## src/hdl/jam_pkg.sv

```systemverilog
// constants, jam codes and timing for the paper jam monitor
package jam_pkg;
  localparam int n_jam = 15;
  localparam int cnt_w = 24;
  // jam flag bit positions
  localparam int j_path_remain = 0;
  localparam int j_exit_remain = 1;
  localparam int j_entr_noarr = 2;
  localparam int j_entr_stat = 3;
  localparam int j_cover_open = 4;
  localparam int j_staple = 5;
  localparam int j_stack_exit = 6;
  localparam int j_mid_noarr = 7;
  localparam int j_mid_stat = 8;
  localparam int j_sub_noarr = 9;
  localparam int j_sub_stat = 10;
  localparam int j_sub_remain = 11;
  localparam int j_punch = 12;
  localparam int j_staple_slide = 13;
  localparam int j_exit_shift = 14;
  // diagnostic codes, one per flag; arbitrary values
  localparam logic [7:0] code_base = 8'h40;
  localparam logic [7:0] code_none = 8'h00;
  // thresholds: times in microseconds, counts in motor pulses
  localparam int clk_mhz = 100;
  // short timeouts keep every timer reachable within a bounded run
  localparam int entr_timeout_us = 20;
  localparam int clinch_timeout_us = 10;
  localparam int sub_run_us = 20;
  localparam logic [cnt_w-1:0] entr_timeout_cyc = cnt_w'(entr_timeout_us * clk_mhz);
  localparam logic [cnt_w-1:0] clinch_timeout_cyc = cnt_w'(clinch_timeout_us * clk_mhz);
  localparam logic [cnt_w-1:0] sub_run_cyc = cnt_w'(sub_run_us * clk_mhz);
  localparam logic [cnt_w-1:0] entr_stat_pulses = 24'h000200;
  localparam logic [cnt_w-1:0] mid_noarr_pulses = 24'h000300;
  localparam logic [cnt_w-1:0] mid_stat_pulses = 24'h000200;
  localparam logic [cnt_w-1:0] sub_stat_pulses = 24'h000200;
  localparam logic [cnt_w-1:0] stack_exit_pulses = 24'h000400;
  localparam int reset_val = 0;
endpackage

```

## src/hdl/jam_watch.sv

```systemverilog
// watchdog: counts while armed and flags when the threshold is reached
`timescale 1ns/1ns
`default_nettype none
module jam_watch (
  input wire logic mclk, // system clock
  input wire logic rst, // async reset, high
  input wire logic ce, // clock enable
  input wire logic arm, // start watching (pulse)
  input wire logic done, // watched condition resolved (level)
  input wire logic tick, // count qualifier: pulse or cycle
  input wire logic [23:0] limit, // threshold
  output logic expired // one-cycle pulse on timeout
);
  logic active;
  logic next_active;
  logic [23:0] cnt;
  logic [23:0] next_cnt;
  logic next_expired;

  always_comb begin
    next_active = active;
    next_cnt = cnt;
    next_expired = 1'b0;
    if (arm) begin
      next_active = 1'b1;
      next_cnt = 24'h000000;
    end else if (active) begin
      if (done) begin
        next_active = 1'b0;
      end else if (cnt >= limit) begin
        next_expired = 1'b1;
        next_active = 1'b0;
      end else if (tick) begin
        next_cnt = cnt + 24'h000001;
      end
    end
  end

  always_ff @(posedge mclk or posedge rst) begin
    if (rst) begin
      active <= 1'b0;
      cnt <= 24'h000000;
      expired <= 1'b0;
    end else if (ce) begin
      active <= next_active;
      cnt <= next_cnt;
      expired <= next_expired;
    end
  end
endmodule
`default_nettype wire

```

## src/hdl/paper_jam_monitor.sv

```systemverilog
// jam detection monitor for a sheet finisher with optional punch unit
// How it works
// - entrance or middle sensor holding paper at power-on or cover close flags path jam
// - with punch fitted, punch paper sensor at power-on or cover close also flags it
// - finishing tray sensor holding paper at power-on flags exit remaining jam
// - entrance sensor not seeing paper within timeout after host feed flags jam
// - entrance sensor still covered after first motor pulses flags stationary jam
// - front cover or sub-path guide open while operating flags cover jam
// - with punch fitted, punch connection open also flags cover jam
// - improper clinch sensor blocking stapling flags stapling jam
// - clinch not reopening within timeout after closing during stapling flags stapling jam
// - clinch must read open during reverse rotation, else stapling jam
// - staple start sensor not ready during ejection flags stapling jam
// - tray still holding stack after exit motor pulses flags stack exit jam
// - middle sensor not reached after entrance detect plus first motor pulses
// - middle sensor still covered after second motor pulses flags stationary jam
// - sub-path not reached after entrance detect and both motors ran set time
// - sub-path still covered after second motor pulses flags stationary jam
// - sub-path paper at power-on or front cover close flags remaining jam
// - punch shaft away from home after punching flags punching jam
// - punch slide motor error during feeding flags punching jam
// - staple slide motor error during feeding flags its own error
// - exit roller shift motor error during feeding flags its own error
// - the lowest-numbered latched jam is reported to the host as a diagnostic code
// - punch shaft home sensor off means puncher is at home
`timescale 1ns/1ns
`default_nettype none
module paper_jam_monitor (
  input wire logic mclk, // 100 MHz system clock
  input wire logic rst, // async reset, active high
  input wire logic ce, // clock enable, freezes all state when low
  input wire logic entrance_path_sensor, // paper present
  input wire logic middle_path_sensor, // paper present
  input wire logic punch_paper_detect_sensor, // paper present
  input wire logic finishing_tray_sensor, // stack present
  input wire logic sub_path_sensor, // paper present
  input wire logic sub_path_open_sensor, // guide open
  input wire logic front_cover_switch, // cover open
  input wire logic jam_cover_closed, // jam access cover closed
  input wire logic punch_fitted, // punch unit installed
  input wire logic punch_connect_open, // punch connection reports open
  input wire logic improper_clinch_sensor, // stapling impossible
  input wire logic clinch_home_sensor, // high = clinch closed
  input wire logic stapling, // stapling stroke in progress
  input wire logic clinch_reverse, // reverse rotation after stapling
  input wire logic staple_start_position_sensor, // staple ready
  input wire logic staple_eject, // staple ejection in progress
  input wire logic stack_exit_start, // stack exit begun
  input wire logic stack_exit_motor_pulse, // exit-direction step
  input wire logic first_transport_motor_pulse, // step
  input wire logic second_transport_motor_pulse, // step
  input wire logic transport_running, // both transport motors on
  input wire logic punch_done, // punching finished
  input wire logic punch_shaft_home_sensor, // high = away from home
  input wire logic punch_slide_motor_err, // motor error
  input wire logic staple_slide_motor_err, // motor error
  input wire logic exit_roller_shift_motor_err, // motor error
  input wire logic operating, // finisher operating / feeding
  input wire logic host_feed, // feed signal from host (same clock)
  input wire logic host_clear, // clear all jam flags (same clock)
  output logic [14:0] jam_flags, // latched jam flags
  output logic [7:0] diag_code, // diagnostic code of lowest jam
  output logic diag_valid // a jam is reported
);
  import jam_pkg::*;

  localparam int n_in = 27;
  // bit positions of the pins inside the synchroniser, msb first
  // paper sensors
  localparam int i_entr = 26;
  localparam int i_mid = 25;
  localparam int i_pdet = 24;
  localparam int i_tray = 23;
  localparam int i_sub = 22;
  // covers and unit presence
  localparam int i_subopen = 21;
  localparam int i_front = 20;
  localparam int i_jcov = 19;
  localparam int i_pfit = 18;
  localparam int i_pcon = 17;
  // stapler
  localparam int i_imp = 16;
  localparam int i_clinch = 15;
  localparam int i_stapling = 14;
  localparam int i_rev = 13;
  localparam int i_sready = 12;
  localparam int i_eject = 11;
  // motors and phases
  localparam int i_xstart = 10;
  localparam int i_xpulse = 9;
  localparam int i_m1 = 8;
  localparam int i_m2 = 7;
  localparam int i_run = 6;
  localparam int i_pdone = 5;
  localparam int i_pshaft = 4;
  // motor errors and operating
  localparam int i_perr = 3;
  localparam int i_serr = 2;
  localparam int i_xerr = 1;
  localparam int i_oper = 0;

  wire [n_in-1:0] raw;
  logic [n_in-1:0] sync1;
  logic [n_in-1:0] sync2;
  logic [n_in-1:0] prev;

  // one pin per named bit, so a reordered list cannot swap sensors
  // paper sensors
  assign raw[i_entr] = entrance_path_sensor;
  assign raw[i_mid] = middle_path_sensor;
  assign raw[i_pdet] = punch_paper_detect_sensor;
  assign raw[i_tray] = finishing_tray_sensor;
  assign raw[i_sub] = sub_path_sensor;
  // covers and unit presence
  assign raw[i_subopen] = sub_path_open_sensor;
  assign raw[i_front] = front_cover_switch;
  assign raw[i_jcov] = jam_cover_closed;
  assign raw[i_pfit] = punch_fitted;
  assign raw[i_pcon] = punch_connect_open;
  // stapler
  assign raw[i_imp] = improper_clinch_sensor;
  assign raw[i_clinch] = clinch_home_sensor;
  assign raw[i_stapling] = stapling;
  assign raw[i_rev] = clinch_reverse;
  assign raw[i_sready] = staple_start_position_sensor;
  assign raw[i_eject] = staple_eject;
  // motors and phases
  assign raw[i_xstart] = stack_exit_start;
  assign raw[i_xpulse] = stack_exit_motor_pulse;
  assign raw[i_m1] = first_transport_motor_pulse;
  assign raw[i_m2] = second_transport_motor_pulse;
  assign raw[i_run] = transport_running;
  assign raw[i_pdone] = punch_done;
  assign raw[i_pshaft] = punch_shaft_home_sensor;
  // motor errors and operating
  assign raw[i_perr] = punch_slide_motor_err;
  assign raw[i_serr] = staple_slide_motor_err;
  assign raw[i_xerr] = exit_roller_shift_motor_err;
  assign raw[i_oper] = operating;

  // pins come from outside the clock domain
  always_ff @(posedge mclk or posedge rst) begin
    if (rst) begin
      sync1 <= '0;
      sync2 <= '0;
      prev <= '0;
    end else if (ce) begin
      sync1 <= raw;
      sync2 <= sync1;
      prev <= sync2;
    end
  end

  logic s_entr, s_mid, s_pdet, s_tray, s_sub, s_subopen, s_front, s_jcov, s_pfit, s_pcon;
  logic s_imp, s_clinch, s_stapling, s_rev, s_sready, s_eject, s_xstart, s_xpulse;
  logic s_m1, s_m2, s_run, s_pdone, s_pshaft, s_perr, s_serr, s_xerr, s_oper;
  assign {s_entr, s_mid, s_pdet, s_tray, s_sub, s_subopen, s_front, s_jcov, s_pfit, s_pcon,
    s_imp, s_clinch, s_stapling, s_rev, s_sready, s_eject, s_xstart, s_xpulse, s_m1, s_m2,
    s_run, s_pdone, s_pshaft, s_perr, s_serr, s_xerr, s_oper} = sync2;

  function automatic logic rise(input int idx);
    rise = sync2[idx] && !prev[idx];
  endfunction

  // power-on check: wait for synchroniser to fill, then sample once
  logic [1:0] pwr_cnt;
  logic [1:0] next_pwr_cnt;
  logic pwr_check;
  assign pwr_check = (pwr_cnt == 2'h2);

  always_comb begin
    next_pwr_cnt = pwr_cnt;
    if (pwr_cnt != 2'h3) begin
      next_pwr_cnt = pwr_cnt + 2'h1;
    end
  end

  always_ff @(posedge mclk or posedge rst) begin
    if (rst) begin
      pwr_cnt <= 2'h0;
    end else if (ce) begin
      pwr_cnt <= next_pwr_cnt;
    end
  end

  logic jcov_close;
  logic front_close;
  logic m1_tick, m2_tick, x_tick;
  assign jcov_close = rise(i_jcov);
  assign front_close = !s_front && prev[i_front];
  assign m1_tick = rise(i_m1);
  assign m2_tick = rise(i_m2);
  assign x_tick = rise(i_xpulse);

  // watchdog bank
  localparam int n_w = 8;
  logic [n_w-1:0] w_arm, w_done, w_tick, w_exp;
  logic [23:0] w_limit [n_w];

  assign w_arm[0] = host_feed;
  assign w_done[0] = s_entr;
  assign w_tick[0] = 1'b1;
  assign w_limit[0] = entr_timeout_cyc;
  assign w_arm[1] = rise(i_entr);
  assign w_done[1] = !s_entr;
  assign w_tick[1] = m1_tick;
  assign w_limit[1] = entr_stat_pulses;
  assign w_arm[2] = rise(i_entr);
  assign w_done[2] = s_mid;
  assign w_tick[2] = m1_tick;
  assign w_limit[2] = mid_noarr_pulses;
  assign w_arm[3] = rise(i_mid);
  assign w_done[3] = !s_mid;
  assign w_tick[3] = m2_tick;
  assign w_limit[3] = mid_stat_pulses;
  assign w_arm[4] = rise(i_entr);
  assign w_done[4] = s_sub;
  assign w_tick[4] = s_run;
  assign w_limit[4] = sub_run_cyc;
  assign w_arm[5] = rise(i_sub);
  assign w_done[5] = !s_sub;
  assign w_tick[5] = m2_tick;
  assign w_limit[5] = sub_stat_pulses;
  assign w_arm[6] = rise(i_xstart);
  assign w_done[6] = !s_tray;
  assign w_tick[6] = x_tick;
  assign w_limit[6] = stack_exit_pulses;
  // clinch closed during stapling must reopen in time
  assign w_arm[7] = rise(i_clinch) && s_stapling;
  assign w_done[7] = !s_clinch;
  assign w_tick[7] = 1'b1;
  assign w_limit[7] = clinch_timeout_cyc;

  genvar g;
  generate
    for (g = 0; g < n_w; g++) begin : g_watch
      jam_watch u_watch (
        .mclk(mclk),
        .rst(rst),
        .ce(ce),
        .arm(w_arm[g]),
        .done(w_done[g]),
        .tick(w_tick[g]),
        .limit(w_limit[g]),
        .expired(w_exp[g])
      );
    end
  endgenerate

  // event terms, one per flag
  logic [n_jam-1:0] ev;
  always_comb begin
    ev = '0;
    ev[j_path_remain] = ((pwr_check || jcov_close) && (s_entr || s_mid))
      || ((pwr_check || jcov_close) && s_pfit && s_pdet);
    ev[j_exit_remain] = pwr_check && s_tray;
    ev[j_entr_noarr] = w_exp[0];
    ev[j_entr_stat] = w_exp[1];
    ev[j_cover_open] = (s_oper && (s_front || s_subopen))
      || (s_pfit && s_pcon);
    ev[j_staple] = s_imp
      || w_exp[7]
      || (s_rev && s_clinch)
      || (s_eject && !s_sready);
    ev[j_stack_exit] = w_exp[6];
    ev[j_mid_noarr] = w_exp[2];
    ev[j_mid_stat] = w_exp[3];
    ev[j_sub_noarr] = w_exp[4];
    ev[j_sub_stat] = w_exp[5];
    ev[j_sub_remain] = (pwr_check || front_close) && s_sub;
    // sensor low means home, so high after punching is an error
    ev[j_punch] = (s_pfit && rise(i_pdone) && s_pshaft)
      || (s_pfit && s_oper && s_perr);
    ev[j_staple_slide] = s_oper && s_serr;
    ev[j_exit_shift] = s_oper && s_xerr;
  end

  // flags latch; a new event wins over a host clear
  logic [n_jam-1:0] next_flags;
  logic [7:0] next_code;
  logic next_valid;

  always_comb begin
    next_flags = host_clear ? ev : (jam_flags | ev);
    next_code = code_none;
    next_valid = |next_flags;
    for (int k = n_jam - 1; k >= 0; k--) begin
      if (next_flags[k]) begin
        next_code = code_base + 8'(k);
      end
    end
  end

  always_ff @(posedge mclk or posedge rst) begin
    if (rst) begin
      jam_flags <= '0;
      diag_code <= code_none;
      diag_valid <= 1'b0;
    end else if (ce) begin
      jam_flags <= next_flags;
      diag_code <= next_code;
      diag_valid <= next_valid;
    end
  end
endmodule
`default_nettype wire

```

## config.mk

```make
export PLATFORM = sky130hd
export DESIGN_NAME = paper_jam_monitor
export DESIGN_NICKNAME = d
export VERILOG_FILES = /design/src/hdl/jam_pkg.sv /design/src/hdl/jam_watch.sv /design/src/hdl/paper_jam_monitor.sv
export SDC_FILE = /design/constraint.sdc
export NUM_CORES = 1
export LEC_CHECK = 0
export ABC_AREA = 0
export BUFFER_PORTS_ARGS = -buffer_cell sky130_fd_sc_hd__buf_2
export CORE_MARGIN = 5
export CORE_UTILIZATION = 50
export DETAILED_ROUTE_END_ITERATION = 6
export PLACE_DENSITY = 0.69
export SYNTH_ARGS = -nofsm -noshare
export SYNTH_HDL_FRONTEND = slang
export SYNTH_HIERARCHICAL = 1
export SYNTH_SLANG_ARGS = --single-unit
```

## constraint.sdc

```tcl
create_clock -name mclk -period 2.99 [get_ports mclk]
set_clock_uncertainty 0.15 [all_clocks]
set_input_delay 0.4485 -clock mclk [delete_from_list [all_inputs] [get_ports mclk]]
set_output_delay 0.4485 -clock mclk [all_outputs]
set_load 0.01 [all_outputs]
```

==> summary.md, run 1 <==
| Metric | Value |
|---|---|
| HPWL Detailed | about 34000 um |
| Chip Height | about 210 um |
| Cell total after placement | slightly below 3000 |
| Vias in the first global route | 16860 |
| #FFs+latches synth | 296 |
| Area leader, netlist | dfrtp_1 |
| Synth-to-layout area growth | 15.16% |
| Leakage | approximately 0.010 uW |
| Crit path launch type | flop |
| Core area | ~0.040 sq mm |
| Clock Pin Slew Worst Setup and Hold Paths | ~0.060 ns |
| Clk_lat worst skew | between 0.5 and 0.6 ns |
| Pwr Density | about 440 mW/mm^2 |
| Die Wd | 211.5 um |
| WP data arrival | 3.11 ns |
| Syn. warnings | 6 |
| DRT met1 WL | about 21000 um |
| Unrepaired setup endpoints after global routing | yes |
| Synthesized netlist cell count | about 2200 |
| Total number of vias | between 15000 and 20000 |
| # setup viols final | 0 |
| CP required | ~3.3 ns |
| Crit path launch | g_watch[2].u_watch/cnt[2]$_DFFE_PP0P_ |
| Drt initial violations | 930 |
| DR WL met3 | approximately 1800 um |
| Top Layer Used | met4 |
| Largest net degree at the start of global routing | 57 |
| Post-layout nets | approximately 2800 |
| Top post-synthesis cells by area | dfrtp_1 (36%), ha_1 (12%), a21oi_1 (6.1%), inv_1 (4.7%), o21ai_0 (4.3%) |
| CTS Buf Count | 37 |
| Crit path buf inv count | 0 |
| Top_reg_cell synth | dfrtp_1 |
| Crit path kind | flop to flop |
| Routed Wire Length | ~46000 um |
| Post-Syn Area | 0.02030 sq mm |
| Peak supply drop | between 300 and 400 uV |
| H-tree depth | 2 |
| Slowest cell on crit path | or4_1 |
| Top-area cell type share of the netlist area | 0.3649 |
| Ys async rst share | 1.000 |
| Worst rel slew slack | 0.4967 |
| Status | finished, final reports clean |
| Drt drc | 0 |
| Final period util | 0.9360 |
| Wire length on met2 | ~22000 um |
| Avg Cell Area, Syn | ~9.1 sq um |
| Largest stage delay on the critical path | a little over 0.6 ns |
| Share of cells above drive strength 1 | 0.1335 |
| Initial antenna violation count | 0 |
| Max clock buf depth | 3 |
| Most common cell after layout, fill and taps aside | dfrtp_1 |
| Max_cap viols | 0 |
| Final std cells w/o fill | a little over 3000 |
| Crit end category | flop |
| Placer Congestion | approximately 0.85 |
| Post-synthesis sequential area ratio | 0.3649 |
| GRT overflow | 0 |
| IO Pins | 56 |
| Max Fclk | around 360 MHz |
| Die area | about 0.045 sq mm |
| Root Buffer | clkbuf_16 |
| Worst-margin pin slew | 0.7517 ns |
| Detail Route Antenna Nets | 0 |
| CTS tree | yes |
| Cell area after layout | about 0.023 sq mm |
| Port buffer count | 52 |
| Crit path max-delay family | compound AO/OA/AOI/OAI gates |
| CP Cell Sequence | ha_1, a211oi_2, o21ai_1, a21oi_1, o2111ai_2, or4_1, a21oi_1 |
| Post-route minimum period | ~2.8 ns |
| CTS sink cnt | approximately 300 |
| Final Hold Viols | 0 |
| Worst flop-to-flop path startpoint | g_watch[2].u_watch/cnt[2]$_DFFE_PP0P_ |
| Std cell rows | 73 |
| First-pass GRT wire length | around 79000 um |
| Via/cell ratio | between 5 and 6 |
| Crit Path Max Fanout | 16 |
| Hold Path Class | primary input to asynchronous set/reset pin |
| Slew Limit Fails | 0 |
| Most used cell, CP | a21oi_1 |
| DR WL/cell | around 15 um |
| Most frequent cells in the layout | dfrtp_1 (296), inv_1 (251), a21oi_1 (247) |
| Gr usage total | 0.2081 |
| # diodes | 0 |
| Number of synthesized flops with an enable pin | 0 |
| Post-synth cell types | 70 |
| Starting Density | 0.5085 |
| DRT Pass-1 Iters | 5 |
| Placed cell area | roughly 0.022 sq mm |
[synth_stat cells (35+ instances only)]
library cell  number
mux2_2            60
nand3_1           60
dfrtp_1          296
nand4_1           47
nor2_1            82
or3_1             82
nand2_1          162
ha_1             202
or4_1             57
a21oi_1          247
inv_1            252
o31ai_1           44
o21ai_0          175
or3_2             35
[timing repair]
item | 4_1_cts | 5_1_grt
setup endpoints to repair | 0 | 14
buffers inserted | 0 | 5
endpoints found under the hold margin | 21 | 0
hold buffers | 21 | 0
resized for setup | 0 | 2
[kinds of logic (layout without fill, tap and decap cells)]
family,count (synthesis),after routing,synth area share
AO/OA/AOI/OAI,614,614,0.1887
other,2,197,0.0003700
adder cells (fa/ha/maj),202,202,0.1245
XOR/XNOR,9,9,0.003884
buffers and inverters,325,447,0.07009
multiplexers,68,68,0.03723
AND/OR/NAND/NOR,714,714,0.2103
flip-flops,296,296,0.3649
[where the power goes]
| group | total, uW | internal, uW | switching [uW] |
|---|---|---|---|
| Combinational | 1370 | 569 | 803 |
| Sequential | 4490 | 4260 | 221 |
| Clock | 4510 | 2770 | 1740 |
[through the flow]
step,util,setup slack (ns),total power (uW),TNS [ns],hold slack (ns)
5_1_grt,0.5856,-0.04343,10870,-0.04343,0.004149
2_1_floorplan,-,0.1129,5452,0,0.2960
3_5_place_dp,0.5486,0.1803,5890,0,0.3197
3_3_place_gp,0.5486,0.2626,5824,0,0.3233
4_1_cts,0.5841,0.1602,10490,0,0.001166
6_report,0.5856,0.1913,10360,0,0.01835
[final cells by class]
type	count	area, sq um
Fill cell	3461	16540
Inverter	253	952.2
Timing Repair Buffer	132	928.4
Sequential cell	296	7407
Multi-Input combinational cell	1804	12220
Tap cell	525	656.9
Clock inverter	8	117.6
Clock buffer	54	1090
[sequential cells by signal, indices dropped and copies added, names as in the netlist]
| name | cells |
|---|---|
| pwr_cnt | 2 |
| diag_valid | 1 |
| sync1 | 27 |
| g_watch.u_watch/active | 8 |
| g_watch.u_watch/cnt | 192 |
| prev | 11 |
| g_watch.u_watch/expired | 8 |
| diag_code | 5 |
| sync2 | 27 |
| jam_flags | 15 |
[final timing paths]
kind / end / slack (ns) / cells past startpoint
max reg2reg: g_watch[2].u_watch/cnt[16]$_DFFE_PP0P_ / 0.19 / 7
min: g_watch[5].u_watch/cnt[3]$_DFFE_PP0P_ / 0.02 / 2
min reg2reg: sync2[22]$_DFFE_PP0P_ / 0.33 / 2
max in group asynchronous: sync2[6]$_DFFE_PP0P_ / 1.94 / 3
min in group mclk: sync1[24]$_DFFE_PP0P_ / 0.02 / 2
max: g_watch[2].u_watch/cnt[16]$_DFFE_PP0P_ / 0.19 / 7
[per-layer routing]
metal / vias to the layer above / global-route usage
met2: 266 / 0.3553
met3: 71 / 0.02845
met4: 0 / 0.07197
met1: 8137 / 0.2726
met5: - / 0
li1: 8566 / -
Note: power is estimated with default switching activity, not from simulation.
==> inputs of run 2 (changes only) <==
REMOVE_ABC_BUFFERS = 1   (was not set)
==> run 2 against run 1 <==
  * Utilization fell by 0.30 points
  * Die area unchanged
  * Combinational power is essentially flat
  * Final area down 0.51%
  * Critical path depth did not move
  * Fmax up 0.63%
  * Critical path type unchanged
  * Largest power group unchanged
==> summary.md, run 2 (synthesized netlist as in run 1, its figures left out) <==
| Metric | Value |
|---|---|
| Fin worst setup slack | 0.2088 ns (+0.01750 ns) |
| Worst hold slack | 0.02436 ns (+0.006016 ns) |
| Max reg flops | 192 (unchanged) |
| Most used cell, CP | a21oi_1 |
| Hold Path Class | primary input to flop |
| Worst rel slew slack | 0.3841 (-0.1126) |
| WP data arrival | 3.09 ns (-0.02 ns) |
| DR WL/cell | 15.11 um (about the same) |
| Wire length on met2 | 22230 um (-0.21%) |
| Slew Limit Fails | 0 (unchanged) |
| Root Buffer | clkbuf_16 |
| Dpl ws | 0.1740 ns (-0.006249 ns) |
| Crit Path Max Fanout | 19 (+3) |
| Largest net degree at the start of global routing | 89 (+56%) |
| Unrepaired setup endpoints after global routing | yes |
| Detail Route Antenna Nets | 0 (unchanged) |
| H-tree depth | 2 (unchanged) |
| Worst-margin pin slew | 0.9238 ns (+0.1721 ns) |
| Crit path buf inv count | 0 (unchanged) |
| Clk_lat worst skew | 0.54 ns (about the same) |
| Placer Congestion | 0.8575 (+0.99%) |
| Crit end category | flop |
| Drt initial violations | 906 (-2.6%) |
| DRT met1 WL | 20940 um (-0.22%) |
| Top Registers | g_watch.u_watch/cnt: 192 flops, sync1: 27 flops, sync2: 27 flops |
| Std cell rows | 73 (unchanged) |
| # fillers | 3547 (+2.5%) |
| Die Wd | 211.5 um (unchanged) |
| Max clock buf depth | 3 (unchanged) |
| DR WL met3 | 1751 um (-2.2%) |
| Most frequent cells in the layout | dfrtp_1 (296), inv_1 (251), a21oi_1 (247) |
| Die area | 0.04473 sq mm (unchanged) |
| Slowest cell on crit path | or4_1 |
| Final std cells w/o fill | 3058 (-0.46%) |
| Peak supply drop | 413.1 uV (+16%) |
| Clock Pin Slew Worst Setup and Hold Paths | 0.06 ns (about the same) |
| HPWL Detailed | 33730 um (-0.88%) |
| CP required | 3.30 ns (about the same) |
| # setup viols final | 0 (unchanged) |
| Leakage | 0.01044 uW (-0.52%) |
| Largest register by flop count | g_watch.u_watch/cnt |
| Sequential Area | 0.007407 sq mm (unchanged) |
| Post-route minimum period | 2.781 ns (-0.01750 ns) |
| Pwr Density | 444.5 mW/mm^2 (+0.26%) |
| Placed cell area | 0.02187 sq mm (-0.13%) |
| Chip Height | 211.5 um (unchanged) |
| Initial antenna violation count | 0 (unchanged) |
| Max_cap viols | 0 (unchanged) |
| Port buffer count | 52 (unchanged) |
| # diodes | 0 (unchanged) |
| Crit path kind | flop to flop |
| Core area | 0.03991 sq mm (unchanged) |
| Multi-input gate area | 0.01220 sq mm (-0.18%) |
| CTS Buf Count | 37 (unchanged) |
| Final Hold Viols | 0 (unchanged) |
| Crit path max-delay family | compound AO/OA/AOI/OAI gates |
| Layout Utilization | 0.5826 (-0.002978) |
| CP Cell Sequence | ha_1, a211oi_2, o21ai_1, a21oi_1, o2111ai_2, or4_1, a21oi_1 |
| GRT overflow | 0 (unchanged) |
| IO Pins | 56 (unchanged) |
| Max Fclk | 359.6 MHz (+0.63%) |
| Routed Wire Length | 46210 um (-0.41%) |
| Via/cell ratio | 5.571 (+0.43%) |
| Synth-to-layout area growth | 14.57% |
| Cell area after layout | 0.02326 sq mm (-0.51%) |
| Final period util | 0.9302 (-0.005852) |
| Largest stage delay on the critical path | 0.61 ns (about the same) |
| Drt drc | 0 (unchanged) |
| CTS sink cnt | 296 (unchanged) |
| Total number of vias | 17040 (-0.029%) |
| CTS tree | yes |
| Post-layout nets | 2745 (-0.47%) |
| DRT Pass-1 Iters | 5 (unchanged) |
| Starting Density | 0.5085 (unchanged) |
| Cell total after placement | 2978 (-0.20%) |
| Most common cell after layout, fill and taps aside | dfrtp_1 |
| Top Layer Used | met4 |
| Share of cells above drive strength 1 | 0.1326 (-0.0008413) |
| Gr usage total | 0.2067 (-0.001379) |
| First-pass GRT wire length | 78630 um (-0.71%) |
| Status | finished, final reports clean |
| Crit path launch type | flop |
| Vias in the first global route | 16650 (-1.3%) |
==> run 2: cell count changes in the layout (fill, tap and decap cells not counted), sizes merged <==
cell	change
buf	-7
bufinv	+1
dlygate4sd3	-6
clkinvlp	+1
clkinv	+6
clkbuf	-9
==> run 2: path summary, 6_finish.rpt <==
check / start / end / slack (ns) / cells after the start
worst min register to register: sync1[22]$_DFFE_PP0P_ / sync2[22]$_DFFE_PP0P_ / 0.34 / 2
worst max register to register: g_watch[3].u_watch/cnt[2]$_DFFE_PP0P_ / g_watch[3].u_watch/cnt[23]$_DFFE_PP0P_ / 0.21 / 7
worst min-delay path: entrance_path_sensor / sync1[26]$_DFFE_PP0P_ / 0.02 / 2
max in group asynchronous: rst / g_watch[2].u_watch/cnt[18]$_DFFE_PP0P_ / 1.52 / 4
worst max-delay path: g_watch[3].u_watch/cnt[2]$_DFFE_PP0P_ / g_watch[3].u_watch/cnt[23]$_DFFE_PP0P_ / 0.21 / 7
min in group asynchronous: rst / g_watch[4].u_watch/expired$_DFFE_PP0P_ / 0.33 / 3
==> run 2: cell type report <==
type	instances	share of cell area
multi-input combinational	1804	0.5246
sequential	296	0.3185
clock buffer	45	0.04326
inverter	253	0.04094
timing repair buffer	119	0.03632
tap	525	0.02825
clock inverter	16	0.008124
==> run 2: repair_timing <==
action | in CTS | in global routing
setup endpoints to repair | 0 | 5
endpoints found under the hold margin | 62 | 0
hold buffers | 15 | 0
resized for setup | 0 | 0
setup buffers | 0 | 4
==> run 2: worst reg2reg max path, cell delays in order, from the launching register on <==
cell	delay (ns)
dfrtp_1	0.42
ha_1	0.28
a211oi_2	0.21
o21ai_1	0.09
a21oi_1	0.32
o2111ai_2	0.47
or4_1	0.61
a21oi_1	0.16
==> run 2: where the power goes <==
group,internal (uW),switching (uW),total (uW)
clock,2720,1760,4490
sequential,4260,212,4480
combinational,563,811,1370
total,7550,2790,10300
==> run 2: through the flow <==
stage | total power (uW) | TNS, ns
floorplan | 5414 | 0
CTS | 10460 | 0
global placement | 5823 | 0
finish | 10340 | 0
global route | 10840 | -0.03122
detailed placement | 5888 | 0
==> run 2: layer usage <==
layer,up-vias,global-route usage
li1,8518,-
met4,0,0.06664
met3,79,0.02801
met5,-,0
met1,8211,0.2730
met2,227,0.3529
==> inputs of run 3 (changes only) <==
PLACE_DENSITY = not set   (was 0.69)
PLACE_DENSITY_LB_ADDON = 0.3   (was not set)
==> run 3 against run 2 <==
  * Worst setup slack got worse by 0.028 ns
  * Non-clock buffer count increased by 8
  * First-iteration DRC count is 11% higher
  * Cell count increased by 0.36%
  * Largest power group unchanged
  * Highest routed layer unchanged
==> summary.md, run 3 (synthesized netlist as in run 1, its figures left out) <==
| Metric | Value |
|---|---|
| Drt initial violations | 1002 (+11%) |
| CP endpoint | g_watch[5].u_watch/cnt[16]$_DFFE_PP0P_ |
| Port buffer count | 52 (unchanged) |
| HP Start | stack_exit_start |
| CTS tree | yes |
| Fin worst setup slack | 0.1804 ns (-0.02842 ns) |
| Synth-to-layout area growth | 15.08% |
| Initial antenna violation count | 0 (unchanged) |
| Starting Density | 0.5085 (unchanged) |
| Most frequent cells in the layout | dfrtp_1 (296), inv_1 (251), a21oi_1 (247) |
| Core area | 0.03991 sq mm (unchanged) |
| Via/cell ratio | 5.605 (+0.62%) |
| Routed Wire Length | 46250 um (about the same) |
| R2R depth | 7 (unchanged) |
| Most common cell after layout, fill and taps aside | dfrtp_1 |
| Clk_lat worst skew | 0.54 ns (about the same) |
| Die Wd | 211.5 um (unchanged) |
| Sequential Area | 0.007407 sq mm (unchanged) |
| Root Buffer | clkbuf_16 |
| Pwr Density | 450.6 mW/mm^2 (+1.4%) |
| Worst flop-to-flop path startpoint | g_watch[5].u_watch/cnt[2]$_DFFE_PP0P_ |
| Crit path launch type | flop |
| Max Fclk | 355.9 MHz (-1.0%) |
| Clock Pin Slew Worst Setup and Hold Paths | 0.06 ns (about the same) |
| Worst rel slew slack | 0.3811 (-0.003023) |
| WP data arrival | 3.12 ns (+0.03 ns) |
| Chip Height | 211.5 um (unchanged) |
| Detail Route Antenna Nets | 0 (unchanged) |
| Setup TNS Final | 0 ns (unchanged) |
| Peak supply drop | 469.2 uV (+14%) |
| IO Pins | 56 (unchanged) |
| Post-layout nets | 2752 (+0.26%) |
| Top Registers | g_watch.u_watch/cnt: 192 flops, sync1: 27 flops, sync2: 27 flops |
| Max reg flops | 192 (unchanged) |
| GRT overflow | 0 (unchanged) |
| Max_cap viols | 0 (unchanged) |
| Final period util | 0.9397 (+0.009505) |
| Placer Congestion | 0.8577 (about the same) |
| Max clock buf depth | 3 (unchanged) |
| Post-route minimum period | 2.810 ns (+0.02842 ns) |
| DR WL/cell | 15.07 um (-0.27%) |
| CTS sink cnt | 296 (unchanged) |
| # fillers | 3460 (-2.5%) |
| Crit path kind | flop to flop |
| Largest register by flop count | g_watch.u_watch/cnt |
| CTS Buf Count | 36 (-2.7%) |
| Final Hold Viols | 0 (unchanged) |
| CP required | 3.30 ns (about the same) |
| R2R Path End | g_watch[5].u_watch/cnt[16]$_DFFE_PP0P_ |
| Total number of vias | 17200 (+0.99%) |
| Crit end category | flop |
| First-pass GRT wire length | 78770 um (+0.18%) |
| H-tree depth | 2 (unchanged) |
| Unrepaired setup endpoints after global routing | yes |
| Slew Limit Fails | 0 (unchanged) |
| Largest net degree at the start of global routing | 50 (-44%) |
| Share of cells above drive strength 1 | 0.1360 (+0.003357) |
| Die area | 0.04473 sq mm (unchanged) |
| Hold Path Class | primary input to flop |
| Multi-input gate area | 0.01220 sq mm (unchanged) |
| Power, Total | 10520 uW (+1.8%) |
| Leakage | 0.01050 uW (+0.56%) |
| Worst hold slack | 0.01681 ns (-0.007552 ns) |
| DRT Pass-1 Iters | 5 (unchanged) |
| Std cell rows | 73 (unchanged) |
| Drt drc | 0 (unchanged) |
| # diodes | 0 (unchanged) |
| Cell total after placement | 2982 (+0.13%) |
| Worst-margin pin slew | 0.9283 ns (+0.004533 ns) |
| Crit Path Max Fanout | 16 (-3) |
| Final std cells w/o fill | 3069 (+0.36%) |
| Crit path launch | g_watch[5].u_watch/cnt[2]$_DFFE_PP0P_ |
| Reg-to-reg slack, setup | 0.18 ns (-0.03 ns) |
| Post-CTS resize count | 0 (unchanged) |
| # setup viols final | 0 (unchanged) |
| Vias in the first global route | 16680 (+0.21%) |
| Status | finished, final reports clean |
| Gr usage total | 0.2058 (-0.0009596) |
| HPWL Detailed | 33990 um (+0.77%) |
| Dpl ws | 0.1824 ns (+0.008413 ns) |
run 3: worst max-delay path, cell delays in order, from the launching register on:
cell	delay (ns)
dfrtp_1	0.44
ha_1	0.30
a211oi_2	0.22
o21ai_1	0.08
a21oi_1	0.34
o2111ai_2	0.42
or4_1	0.61
a21oi_1	0.17
run 3: worst min-delay path by stage:
| stage | slack [ns] | depth (start not counted) | to |
|---|---|---|---|
| after detailed placement | 0.32 | 2 | sync2[23]$_DFFE_PP0P_ |
| after global placement | 0.31 | 2 | sync2[23]$_DFFE_PP0P_ |
| after global routing | 0.01 | 2 | sync1[14]$_DFFE_PP0P_ |
| final | 0.02 | 2 | sync1[10]$_DFFE_PP0P_ |
| after floorplan | 0.29 | 2 | sync2[22]$_DFFE_PP0P_ |
| after CTS | 0.006 | 2 | sync1[10]$_DFFE_PP0P_ |
run 3: area by class of cell:
type	instances	area share
repair buffers	127	0.03733
clock buffers	47	0.04467
inverters	253	0.04076
flip-flops and latches	296	0.3171
clock inverters	17	0.009695
well taps	525	0.02812
multi-input cells	1804	0.5223
run 3: repair_timing:
item / 4_1_cts / 5_1_grt
buffers inserted: 0 / 6
endpoints found under the hold margin: 20 / 0
setup endpoints to repair: 0 / 5
hold buffers: 17 / 0
run 3: per-layer routing:
metal	GRT usage	part of all wire	wire [um]
met4	0.05864	0.023	1078
met3	0.03245	0.041	1909
met2	0.3470	0.48	22100
met1	0.2758	0.46	21160
met5	0	0	0
run 3: metrics by stage:
step | utilization | instance area (sq um)
3_3_place_gp | 0.5480 | 21870
3_5_place_dp | 0.5480 | 21870
2_1_floorplan | - | 20560
4_1_cts | 0.5841 | 23310
5_1_grt | 0.5852 | 23360
6_report | 0.5852 | 23360
run 3: where the power goes:
| part | switching, uW | total (uW) | leakage, uW | internal (uW) |
|---|---|---|---|---|
| combinational | 804 | 1360 | 0.00594 | 559 |
| clock | 1790 | 4690 | 0.000628 | 2900 |
| sequential | 209 | 4470 | 0.00393 | 4260 |
| total | 2800 | 10500 | 0.0105 | 7720 |
